**src/fb_pkg.sv**
```systemverilog
// shared constants and types for the fieldbus port interface
package fb_pkg;

  // ==========================================================
  // sizes and clock
  localparam int NUM_PORTS = 4;
  localparam int CLK_MHZ = 200;

  // ==========================================================
  // register byte offsets
  localparam logic [7:0] REG_CTRL = 8'h00;
  localparam logic [7:0] REG_PHYADDR = 8'h04;
  localparam logic [7:0] REG_MDIO_CMD = 8'h08;
  localparam logic [7:0] REG_MDIO_STAT = 8'h0C;
  localparam logic [7:0] REG_LINK = 8'h10;
  localparam logic [7:0] REG_RXERR = 8'h14;

  // control register fields
  localparam int CTRL_FWD_EN = 0;
  localparam int CTRL_LINK_POL = 1;
  localparam int CTRL_OFS_LSB = 2;
  localparam int CTRL_INDIV = 4;
  localparam logic [31:0] CTRL_RESET = 32'h0000_0001;
  localparam logic [31:0] PHYADDR_RESET = 32'h0302_0100;

  // command register fields
  localparam int CMD_REG_LSB = 0;
  localparam int CMD_PORT_LSB = 5;
  localparam int CMD_READ = 7;
  localparam int CMD_DATA_LSB = 16;
  localparam int STAT_DATA_LSB = 16;

  // address offset selections
  localparam logic [1:0] OFS_NONE = 2'h0;
  localparam logic [1:0] OFS_ONE = 2'h1;
  localparam logic [1:0] OFS_SIXTEEN = 2'h2;
  localparam logic [4:0] ADDR_OFS_ONE = 5'h01;
  localparam logic [4:0] ADDR_OFS_SIXTEEN = 5'h10;

  // ==========================================================
  // management frame timing and layout
  localparam int MDC_HALF_NS = 200;
  localparam logic [5:0] MDC_HALF_CYC =
    6'((MDC_HALF_NS * CLK_MHZ + 999) / 1000);
  localparam logic [5:0] MDIO_LAST_BIT = 6'h3F;
  localparam logic [5:0] MDIO_TA_BIT = 6'h2E;
  localparam logic [5:0] MDIO_DATA_BIT = 6'h30;
  localparam logic [31:0] MDIO_PREAMBLE = 32'hFFFF_FFFF;
  localparam logic [1:0] MDIO_ST = 2'h1;
  localparam logic [1:0] MDIO_OP_WR = 2'h1;
  localparam logic [1:0] MDIO_OP_RD = 2'h2;
  localparam logic [1:0] MDIO_TA_WR = 2'h2;

  // ==========================================================
  // types
  typedef struct packed {
    logic dv;
    logic er;
    logic [3:0] d;
  } fb_mii_rx_t;

  typedef struct packed {
    logic en;
    logic [3:0] d;
  } fb_mii_tx_t;

  typedef enum logic [1:0] {
    MD_IDLE = 2'b00,
    MD_LOW = 2'b01,
    MD_HIGH = 2'b10
  } fb_md_state_t;

endpackage

```
**src/fb_port_rx.sv**
```systemverilog
// per-port receive sampler: pin synchronisers, clock edge, link polarity
`timescale 1ns/1ps
`default_nettype none
module fb_port_rx
  import fb_pkg::*;
(
  // clock and reset
  input wire logic sys_clk,
  input wire logic rst,
  input wire logic ce,
  // pins from the transceiver
  input wire logic rx_clk_pin,
  input wire logic link_pin,
  input wire fb_mii_rx_t rx_pin,
  // configuration
  input wire logic link_pol,
  // sampled results
  output logic link_up,
  output logic nib_valid,
  output fb_mii_rx_t nib
);

  logic [2:0] clk_s_reg, clk_s_next;
  logic [2:0] lnk_s_reg, lnk_s_next;
  fb_mii_rx_t [2:0] dat_s_reg, dat_s_next;
  logic clk_lvl_reg, clk_lvl_next;
  logic lnk_lvl_reg, lnk_lvl_next;
  logic link_up_reg, link_up_next;
  logic nib_valid_reg, nib_valid_next;
  fb_mii_rx_t nib_reg, nib_next;

  // three-stage sync; a level is accepted only once stages two and three
  // agree, so stage one never feeds any decision
  always_comb
  begin
    clk_s_next = {clk_s_reg[1:0], rx_clk_pin};
    lnk_s_next = {lnk_s_reg[1:0], link_pin};
    dat_s_next = {dat_s_reg[1:0], rx_pin};
    clk_lvl_next = clk_lvl_reg;
    lnk_lvl_next = lnk_lvl_reg;
    nib_valid_next = 1'b0;
    nib_next = nib_reg;
    if (clk_s_reg[1] == clk_s_reg[2])
    begin
      clk_lvl_next = clk_s_reg[2];
      // rising edge of the receive clock: data is taken from the same depth
      if (clk_s_reg[2] && !clk_lvl_reg)
      begin
        nib_valid_next = 1'b1;
        nib_next = dat_s_reg[2];
      end
    end
    if (lnk_s_reg[1] == lnk_s_reg[2])
      lnk_lvl_next = lnk_s_reg[2];
    // polarity 0 means the pin is active low
    link_up_next = link_pol ? lnk_lvl_reg : !lnk_lvl_reg;
  end

  // registers, frozen while the clock enable is low
  always_ff @(posedge sys_clk or posedge rst)
  begin
    if (rst)
    begin
      clk_s_reg <= 3'h0;
      lnk_s_reg <= 3'h7;
      dat_s_reg <= '0;
      clk_lvl_reg <= 1'b0;
      lnk_lvl_reg <= 1'b1;
      link_up_reg <= 1'b0;
      nib_valid_reg <= 1'b0;
      nib_reg <= '0;
    end
    else if (ce)
    begin
      clk_s_reg <= clk_s_next;
      lnk_s_reg <= lnk_s_next;
      dat_s_reg <= dat_s_next;
      clk_lvl_reg <= clk_lvl_next;
      lnk_lvl_reg <= lnk_lvl_next;
      link_up_reg <= link_up_next;
      nib_valid_reg <= nib_valid_next;
      nib_reg <= nib_next;
    end
  end

  assign link_up = link_up_reg;
  assign nib_valid = nib_valid_reg;
  assign nib = nib_reg;
endmodule
`default_nettype wire

```
**src/fb_port_if.sv**
```systemverilog
// port interface top: cut-through forwarding, link gating, management master
//
// Design decisions made here: the AHB-Lite register port and the register addresses.
`timescale 1ns/1ps
`default_nettype none

// Summary of operation
// nibbles are forwarded to the next port as soon as they arrive.
// ports run 100 Mbit/s full duplex, one nibble per receive clock.
// transceivers support 100 Mbit/s full-duplex links.
// transceivers offer a media-independent interface to this block.
// transceivers autonegotiate in twisted-pair mode.
// transceivers implement the serial management interface.
// transceivers keep the preamble length unchanged.
// transceivers never use energy-efficient idle on these links.
// transceivers flag every invalid symbol with receive-error, anywhere.
// a trailing odd nibble arrives without a receive-error mark.
// link input is active low by default, polarity selectable.
// one shared management bus reaches up to four transceivers.
// transceivers use addresses 0 to 3, none as broadcast.
// individual per-port addresses may replace consecutive ones.
// fixed base offset of 16 or 1 may be applied.
// transceivers work after power-on without management writes.
// software may configure transceivers over management, e.g. advertisement.
// link input is inactive without a link, never an activity signal.
// transceiver start-up never waits for management clock activity.
// management address is base offset plus port unless individual.
// forwarding only while both ports report link after polarity.
module fb_port_if
  import fb_pkg::*;
(
  // clock, reset, enable
  input wire logic sys_clk,
  input wire logic rst,
  input wire logic ce,
  // ahb-lite slave
  input wire logic hsel,
  input wire logic [31:0] haddr,
  input wire logic [1:0] htrans,
  input wire logic hwrite,
  input wire logic [2:0] hsize,
  input wire logic [31:0] hwdata,
  input wire logic hready,
  output logic [31:0] hrdata,
  output logic hreadyout,
  output logic hresp,
  // transceiver data pins
  input wire logic [NUM_PORTS-1:0] rx_clk_pin,
  input wire logic [NUM_PORTS-1:0] link_pin,
  input wire fb_mii_rx_t [NUM_PORTS-1:0] mii_rx,
  output fb_mii_tx_t [NUM_PORTS-1:0] mii_tx,
  // shared management bus
  output logic mdc,
  input wire logic mdio_i,
  output logic mdio_o,
  output logic mdio_oe
);

  // ==========================================================
  // per-port receive samplers
  logic [NUM_PORTS-1:0] link_up, nib_valid;
  fb_mii_rx_t [NUM_PORTS-1:0] nib;
  logic [31:0] ctrl_reg, ctrl_next;

  genvar g;
  generate
    for (g = 0; g < NUM_PORTS; g++)
    begin : g_port
      fb_port_rx u_rx (
        .sys_clk(sys_clk),
        .rst(rst),
        .ce(ce),
        .rx_clk_pin(rx_clk_pin[g]),
        .link_pin(link_pin[g]),
        .rx_pin(mii_rx[g]),
        .link_pol(ctrl_reg[CTRL_LINK_POL]),
        .link_up(link_up[g]),
        .nib_valid(nib_valid[g]),
        .nib(nib[g])
      );
    end
  endgenerate

  // ==========================================================
  // forwarding: port j transmits what port j-1 receives, no store
  fb_mii_tx_t [NUM_PORTS-1:0] tx_reg, tx_next;
  logic [NUM_PORTS-1:0] rxerr_reg, rxerr_next;

  always_comb
  begin
    int s;
    s = 0;
    tx_next = tx_reg;
    for (int j = 0; j < NUM_PORTS; j++)
    begin
      s = (j == 0) ? NUM_PORTS - 1 : j - 1;
      // a half-open link must not carry frames in either direction
      if (!(ctrl_reg[CTRL_FWD_EN] && link_up[s] && link_up[j]))
        tx_next[j].en = 1'b0;
      else if (nib_valid[s])
      begin
        tx_next[j].en = nib[s].dv;
        tx_next[j].d = nib[s].d;
      end
    end
  end

  // ==========================================================
  // ahb-lite slave, zero wait states, always okay
  logic wr_pend_reg, wr_pend_next;
  logic [7:0] wr_addr_reg, wr_addr_next;
  logic [31:0] hrdata_reg, hrdata_next;
  logic [31:0] phyaddr_reg, phyaddr_next;
  logic addr_ph;

  // management engine state
  fb_md_state_t md_state_reg, md_state_next;
  logic [63:0] md_shift_reg, md_shift_next;
  logic [5:0] md_bit_reg, md_bit_next;
  logic [5:0] md_div_reg, md_div_next;
  logic md_rd_reg, md_rd_next;
  logic [15:0] md_rdata_reg, md_rdata_next;
  logic mdc_reg, mdc_next;
  logic mdio_o_reg, mdio_o_next;
  logic mdio_oe_reg, mdio_oe_next;
  logic [2:0] md_s_reg;
  logic md_lvl_reg;
  logic md_start;
  logic [4:0] md_base, md_phy;
  logic [1:0] cmd_port;

  assign addr_ph = hsel && htrans[1] && hready;
  assign cmd_port = hwdata[CMD_PORT_LSB +: 2];

  // address: base offset plus port, or the port's own field
  always_comb
  begin
    case (ctrl_reg[CTRL_OFS_LSB +: 2])
      OFS_ONE: md_base = ADDR_OFS_ONE;
      OFS_SIXTEEN: md_base = ADDR_OFS_SIXTEEN;
      default: md_base = 5'h00;
    endcase
    if (ctrl_reg[CTRL_INDIV])
      md_phy = phyaddr_reg[{cmd_port, 3'h0} +: 5];
    else
      md_phy = md_base + {3'h0, cmd_port};
  end

  // commands written while a frame runs are dropped, not queued
  assign md_start = wr_pend_reg && (wr_addr_reg == REG_MDIO_CMD)
                    && (md_state_reg == MD_IDLE);

  // register writes in the data phase, read data prepared in address phase
  always_comb
  begin
    wr_pend_next = addr_ph && hwrite;
    wr_addr_next = haddr[7:0];
    ctrl_next = ctrl_reg;
    phyaddr_next = phyaddr_reg;
    hrdata_next = 32'h0000_0000;
    // hardware sets win over a software clear in the same cycle
    rxerr_next = rxerr_reg;
    if (wr_pend_reg && wr_addr_reg == REG_CTRL)
      ctrl_next = hwdata;
    if (wr_pend_reg && wr_addr_reg == REG_PHYADDR)
      phyaddr_next = hwdata;
    if (wr_pend_reg && wr_addr_reg == REG_RXERR)
      rxerr_next = rxerr_reg & ~hwdata[NUM_PORTS-1:0];
    for (int k = 0; k < NUM_PORTS; k++)
      if (nib_valid[k] && nib[k].er)
        rxerr_next[k] = 1'b1;
    if (addr_ph && !hwrite)
    begin
      case (haddr[7:0])
        REG_CTRL: hrdata_next = {27'h000_0000, ctrl_reg[4:0]};
        REG_PHYADDR: hrdata_next = phyaddr_reg & 32'h1F1F_1F1F;
        REG_MDIO_STAT: hrdata_next = {md_rdata_reg, 15'h0000,
                                      md_state_reg != MD_IDLE};
        REG_LINK: hrdata_next = {28'h000_0000, link_up};
        REG_RXERR: hrdata_next = {28'h000_0000, rxerr_reg};
        default: hrdata_next = 32'h0000_0000;
      endcase
    end
  end

  // ==========================================================
  // management master: mdc only toggles while a frame runs
  always_comb
  begin
    md_state_next = md_state_reg;
    md_shift_next = md_shift_reg;
    md_bit_next = md_bit_reg;
    md_div_next = md_div_reg + 6'h01;
    md_rd_next = md_rd_reg;
    md_rdata_next = md_rdata_reg;
    mdc_next = mdc_reg;
    mdio_o_next = mdio_o_reg;
    mdio_oe_next = mdio_oe_reg;
    case (md_state_reg)
      MD_IDLE:
      begin
        md_div_next = 6'h00;
        mdc_next = 1'b0;
        mdio_oe_next = 1'b0;
        mdio_o_next = 1'b1;
        if (md_start)
        begin
          md_rd_next = hwdata[CMD_READ];
          md_bit_next = 6'h00;
          md_shift_next = {MDIO_PREAMBLE, MDIO_ST,
                           hwdata[CMD_READ] ? MDIO_OP_RD : MDIO_OP_WR,
                           md_phy, hwdata[CMD_REG_LSB +: 5],
                           hwdata[CMD_READ] ? 2'h0 : MDIO_TA_WR,
                           hwdata[CMD_DATA_LSB +: 16]};
          md_state_next = MD_LOW;
          mdio_oe_next = 1'b1;
          mdio_o_next = 1'b1;
        end
      end
      MD_LOW:
      begin
        // drive the bit; a read releases the line from turnaround onward
        mdio_o_next = md_shift_reg[63];
        mdio_oe_next = !(md_rd_reg && md_bit_reg >= MDIO_TA_BIT);
        if (md_div_reg == MDC_HALF_CYC - 6'h01)
        begin
          md_div_next = 6'h00;
          mdc_next = 1'b1;
          md_state_next = MD_HIGH;
          if (md_rd_reg && md_bit_reg >= MDIO_DATA_BIT)
            md_rdata_next = {md_rdata_reg[14:0], md_lvl_reg};
        end
      end
      MD_HIGH:
      begin
        if (md_div_reg == MDC_HALF_CYC - 6'h01)
        begin
          md_div_next = 6'h00;
          mdc_next = 1'b0;
          md_shift_next = {md_shift_reg[62:0], 1'b1};
          md_bit_next = md_bit_reg + 6'h01;
          md_state_next = MD_LOW;
          if (md_bit_reg == MDIO_LAST_BIT)
          begin
            md_state_next = MD_IDLE;
            mdio_oe_next = 1'b0;
          end
        end
      end
      default: md_state_next = MD_IDLE;
    endcase
  end

  // ==========================================================
  // all state registers; the clock enable freezes everything
  always_ff @(posedge sys_clk or posedge rst)
  begin
    if (rst)
    begin
      tx_reg <= '0;
      rxerr_reg <= '0;
      wr_pend_reg <= 1'b0;
      wr_addr_reg <= 8'h00;
      hrdata_reg <= 32'h0000_0000;
      ctrl_reg <= CTRL_RESET;
      phyaddr_reg <= PHYADDR_RESET;
      md_state_reg <= MD_IDLE;
      md_shift_reg <= 64'h0000_0000_0000_0000;
      md_bit_reg <= 6'h00;
      md_div_reg <= 6'h00;
      md_rd_reg <= 1'b0;
      md_rdata_reg <= 16'h0000;
      mdc_reg <= 1'b0;
      mdio_o_reg <= 1'b1;
      mdio_oe_reg <= 1'b0;
      md_s_reg <= 3'h7;
      md_lvl_reg <= 1'b1;
    end
    else if (ce)
    begin
      tx_reg <= tx_next;
      rxerr_reg <= rxerr_next;
      wr_pend_reg <= wr_pend_next;
      wr_addr_reg <= wr_addr_next;
      hrdata_reg <= hrdata_next;
      ctrl_reg <= ctrl_next;
      phyaddr_reg <= phyaddr_next;
      md_state_reg <= md_state_next;
      md_shift_reg <= md_shift_next;
      md_bit_reg <= md_bit_next;
      md_div_reg <= md_div_next;
      md_rd_reg <= md_rd_next;
      md_rdata_reg <= md_rdata_next;
      mdc_reg <= mdc_next;
      mdio_o_reg <= mdio_o_next;
      mdio_oe_reg <= mdio_oe_next;
      // management input sync; stage one feeds only stage two
      md_s_reg <= {md_s_reg[1:0], mdio_i};
      if (md_s_reg[1] == md_s_reg[2])
        md_lvl_reg <= md_s_reg[2];
    end
  end

  assign mii_tx = tx_reg;
  assign hrdata = hrdata_reg;
  assign hreadyout = 1'b1;
  assign hresp = 1'b0;
  assign mdc = mdc_reg;
  assign mdio_o = mdio_o_reg;
  assign mdio_oe = mdio_oe_reg;
endmodule
`default_nettype wire

```
**config.mk**
```make
export PLATFORM = sky130hd
export DESIGN_NAME = fb_port_if
export DESIGN_NICKNAME = d
export VERILOG_FILES = /design/src/fb_pkg.sv /design/src/fb_port_rx.sv /design/src/fb_port_if.sv
export SDC_FILE = /design/constraint.sdc
export NUM_CORES = 1
export LEC_CHECK = 0
export ABC_AREA = 1
export BUFFER_PORTS_ARGS = -buffer_cell sky130_fd_sc_hd__clkbuf_2
export CORE_ASPECT_RATIO = 2
export CORE_UTILIZATION = 30
export DETAILED_ROUTE_END_ITERATION = 6
export RECOVER_POWER = 50
export SETUP_SLACK_MARGIN = 0.5
export SYNTH_ARGS = -nofsm -noshare
export SYNTH_HDL_FRONTEND = slang
export SYNTH_SLANG_ARGS = --single-unit
```
**constraint.sdc**
```tcl
create_clock -name sys_clk -period 13.6 [get_ports sys_clk]
set_input_delay 1.36 -clock sys_clk [delete_from_list [all_inputs] [get_ports sys_clk]]
set_output_delay 1.36 -clock sys_clk [all_outputs]
set_load 0.02 [all_outputs]
```
* Word-level counts from Yosys, hierarchy flattened
Index checks and enable logic that the tools add are counted.
** Storage, ports and cells
- Bits in registers :: 340
- Input bits :: 108
** Operators by class
- Add/sub/neg operators :: 3
- $lt $le $gt $ge :: 2
- Equality and inequality tests :: 30
- Shifts and indexed selects :: 1
- Muxes and demuxes :: 52
- Bitwise operators :: 2
- Reduce and logical (&&, ||, !) cells :: 83
** Operators with widths (count)
- one-hot mux 32 bit (5 select lines) :: 1
- two-way mux 64 bit :: 2
- one-hot mux 64 bit (2 select lines) :: 1
- AND reduction 2 bit :: 20
- two-way mux 32 bit :: 1
- indexed part select 32 x 6 -> 5 bit :: 1
- logical AND 1 bit :: 27
- AND reduction 3 bit :: 9
- two-way mux 1 bit :: 26
- two-way mux 5 bit :: 5
- == test 8 x 5 -> 1 bit (second input constant) :: 3
- one-hot mux 6 bit (2 select lines) :: 2
- AND reduction 4 bit :: 5
- two-way mux 6 bit :: 3
- == test 8 x 3 -> 1 bit (second input constant) :: 2
- == test 8 x 4 -> 1 bit (second input constant) :: 2
- logical NOT 8 bit :: 2
- nonzero test 2 bit :: 7
- adder 6 x 1 -> 6 bit (second input constant) :: 2
- == test 6 bit (second input constant) :: 2
- greater-or-equal comparator 6 bit (second input constant) :: 2
- logical NOT 1 bit :: 10
- two-way mux 2 bit :: 5
- one-hot mux 5 bit (2 select lines) :: 1
- 15 further kinds :: 32

* Longest topological paths before layout
- Depth after elaboration :: 6
- Gate-level depth with buffers :: 11

* Modules after synthesis
Synthesis repeated with hierarchy kept, for this count alone.
** Unflattened totals
- Cells, all modules :: 1714
- Area total of the unflattened synthesis :: 14158.6 um2
** By module, submodules not included
- fb_port_if :: times used 1, cells each 1126, area an instance 8838.5 um2
- fb_port_rx :: times used 4, cells each 147, area an instance 1330.0 um2

* Least setup slack after synthesis
Ideal clock, no wire load.
- Path kind :: in2reg
- Start :: in haddr[0]
- End :: reg hrdata_reg[17] (netlist: hrdata[17])
- Library setup time :: 0.087 ns
- Data arrival time :: 2.312 ns
- Required time :: 13.513 ns
- Slack :: 11.201 ns
- Stages on the path :: 8
- Buffers on the path :: 1
- Cell sequence :: inv_1 > nand2_1 > nor2_1 > nand2_1 > inv_1 > buf_2 > nand3_1 > o211ai_1
** On the way
- Word-level cells in the longest chain between the ends :: 3
- Elaborated cells on any way between the ends :: 7
- Classes of those cells :: 4 x eq/ne; 2 x mux; 1 x reduce/logical
** Ends and longest elaborated chain
- start, declared :: line fb_port_if.sv:38 : input wire logic [31:0] haddr,
- == test 8 x 5 -> 1 bit, or another cell as far along :: line fb_port_if.sv:174 : case (haddr[7:0])
- one-hot mux 32 bit (5 select lines) (*) :: line fb_port_if.sv:174
- two-way mux 32 bit (*) :: line fb_port_if.sv:172 : if (addr_ph && !hwrite)
- end signal, assigned :: line fb_port_if.sv:285 : hrdata_reg <= hrdata_next;
- end, declared :: line fb_port_if.sv:112 : logic [31:0] hrdata_reg, hrdata_next;
Mark *: on every way between the ends. The rest lies on a longest branch, timed or not.
A chain may end at the register's enable or synchronous reset.

==> results by group <==
Routing
  • Detailed Route Iter0 Violations: 519
  • Via count: 10.7k
  • Wire length per cell: 14.8 µm
  • ANT nets after route: 0
  • Final WL: 34800 µm
  • Average vias per placed instance: 4.56
  • Residual DRC: 0
  • DRT Pass-1 Iters: 5

Placement
  • DP Wirelength: 24100 µm
  • Final GP Congestion: 0.805
  • IO buf count: 125
  • Placed instance count: 2302
  • Placed Area: 0.0150 mm²

Synth
  • Synthesized area per cell: 8.29 µm²
  • Main area contributors after synthesis: dfrtp_1 53%, nand2_1 21%, o21ai_0 5.6%, dfstp_2 4.9%, inv_1 3.6%
  • Netlist Area Pre-Place: 0.0139 mm²
  • Post-synthesis cell count: 1676
  • Cell taking the most area after synthesis: dfrtp_1
  • Total number of yosys warnings: 0
  • Top cell type's share of synthesized area: 0.533
  • Post-synthesis sequential area ratio: 0.582
  • Library cells used by synthesis: 33
  • #FFs+latches synth: 322

Layout
  • Layout Area Growth over Synthesis: 14.6%
  • Nets@finish: 1886
  • # diodes: 0
  • Share of layout cells above drive strength 1: 0.117
  • Final Non-Filler Cells: 2357
  • Most frequent cells in the layout: 763 x nand2_1, 296 x dfrtp_1, 155 x o21ai_0
  • Commonest non-fill, non-tap cell in the layout: nand2_1
  • Final-layout fill cell count: 4822
  • Largest register FFs: 64
  • Design Area, Final: 0.0159 mm²

Timing
  • Worst Skew: 42.5 ps
  • Final Hold Vio Count: 0
  • Crit share post-route: 0.522
  • Slew @ Worst Pin: 6310 ps
  • Worst slew margin: -3.23
  • Setup TNS: 0 ps
  • Worst hold slack: 455 ps
  • RSZ-0062 raised after global routing: no
  • Fmax: 0.141 GHz
  • Max-slew violations: 366
  • Tmin final: 7100 ps
  • Setup violators final: 0

CTS
  • Clock transition at path regs: 70 ps
  • Clock Path Buffers: 3
  • Clk Latency, worst-skew pair: 590 ps
  • CTS tree: done
  • Post-cts repair resize count: 0
  • Setup bufs post-CTS: 0
  • Clk sink count: 322
  • Total CTS buffers: 30
  • H-tree levels: 1
  • Hold-fix buffers, CTS: 0
  • Root Buffer: clkbuf_16

GRT
  • Gr usage total: 0.150
  • Vias in the first global route: 10.8k
  • Largest net degree at the start of global routing: 140
  • Grt total ovfl: 0
  • First-pass GRT wire length: 56500 µm
  • Initial antenna violation count: 2

Die
  • Die height: 306 µm
  • Core area: 0.0458 mm²
  • Die area: 0.0472 mm²
  • Top-Level Pins: 165
  • Std-Cell Rows: 111
  • Initial Utilization: 0.303
  • Die width: 154 µm

Pwr
  • Clock Power Share: 0.340
  • Internal power: 1.79 mW
  • Pleak: 8.10 nW
  • Psw: 0.768 mW
  • Worst vdd ir: 0.0983 mV
  • Switch share: 0.300
  • Comb pwr share: 0.177
  • Total Power: 2.56 mW
  • Total power per unit cell area: 161 mW/mm²
  • Sequential share of power: 0.483

Worst setup path
  • Critical path type: input pin to asynchronous set/reset pin
  • Worst setup SP type: input pin
  • Critical Path RT: 13670 ps
  • CP Capture Type: asynchronous set/reset pin
  • Worst EP arrival: 7170 ps
  • Worst-path maximum fanout: 139

Status
  • Failing checks: max-capacitance violations, max-slew violations
  • Status: finished, violations left

Worst hold path
  • Class of the worst hold path: flip-flop to flip-flop

Run
  • Number of max-cap violations: 6
Yosys cell counts:
| master | count |
|---|---|
| nand2_1 | 763 |
| dfrtp_1 | 296 |
| o21ai_0 | 155 |
| inv_1 | 132 |
| nand3_1 | 54 |
| clkbuf_1 | 45 |
| nor2_1 | 43 |
| or2_2 | 37 |
| dfstp_2 | 26 |
| buf_2 | 22 |
| o21ai_1 | 15 |
| buf_4 | 12 |
| o211ai_1 | 12 |
| nor3_1 | 10 |
| ha_1 | 9 |
| a21oi_1 | 8 |
| xor2_1 | 8 |
| nand4_1 | 7 |
| buf_1 | 3 |
| nand2_2 | 3 |
| conb_1 | 2 |
| o21bai_1 | 2 |
| xnor2_1 | 2 |
| a21oi_2 | 1 |
| a2bb2oi_1 | 1 |
| inv_2 | 1 |
| nand3_2 | 1 |
| nor2_2 | 1 |
| nor3_2 | 1 |
| nor3b_1 | 1 |
| nor4_4 | 1 |
| o21a_1 | 1 |
| o22ai_1 | 1 |
layer usage:
metal,GRT usage,up-vias,share of wire
met5,0,-,0.00075
met4,0.0640,4,0.036
met3,0.0218,58,0.042
met2,0.275,201,0.52
met1,0.173,5138,0.40
li1,-,5341,-
cell type report:
| class | count | area (µm²) | area share |
|---|---|---|---|
| Clock buffer | 43 | 860 | 0.0540 |
| Clock inverter | 12 | 163 | 0.0102 |
| Inverter | 133 | 502 | 0.0315 |
| Multi-Input combinational cell | 1145 | 4960 | 0.312 |
| Sequential cell | 322 | 8090 | 0.508 |
| Tap cell | 565 | 707 | 0.0444 |
| Timing Repair Buffer | 137 | 644 | 0.0405 |
worst max-delay path: stages:
cell and delay [ps]:
clkbuf_2 80, clkinvlp_2 3470, clkbuf_1 2120
cell families after synthesis:
kind of cell | count (synthesis) | share of synthesized area
AND/OR/NAND/NOR | 922 | 0.266
flip-flops | 322 | 0.582
adder cells (fa/ha/maj) | 9 | 0.00810
XOR/XNOR | 10 | 0.00630
buffers and inverters | 215 | 0.0633
other | 2 | 0.000540
AO/OA/AOI/OAI | 196 | 0.0739
metrics by stage:
| stage | utilization | worst slack [ps] |
|---|---|---|
| floorplan | - | 3370 |
| global placement | 0.327 | 9760 |
| detailed placement | 0.327 | 9690 |
| CTS | 0.349 | 10310 |
| global route | 0.348 | 5150 |
| finish | 0.348 | 6500 |
path summary, 6_finish.rpt:
check | slack, ps | end | cells after the start | start
worst max-delay path | 6500 | mii_tx[13] | 3 | rst
worst min-delay path | 460 | g_port[1].u_rx.dat_s_reg[16] | 2 | g_port[1].u_rx.dat_s_next[16]
worst max register to register | 11160 | md_rdata_reg[7] | 7 | md_state_reg[1]
worst min register to register | 460 | g_port[1].u_rx.dat_s_reg[16] | 2 | g_port[1].u_rx.dat_s_next[16]
max in group sys_clk | 7400 | hrdata[2] | 8 | ce
min in group asynchronous | 2720 | hrdata[31] | 2 | rst
power by group through the flow:
stage / clock network [mW] / registers [mW] / logic (mW)
final: 0.872 / 1.24 / 0.455
after global routing: 0.938 / 1.26 / 0.538
after CTS: 0.903 / 1.24 / 0.466
after detailed placement: 0 / 1.25 / 0.463
after global placement: 0 / 1.25 / 0.450
after floorplan: 0 / 1.23 / 0.353
Note: power is estimated with default switching activity, not from simulation.
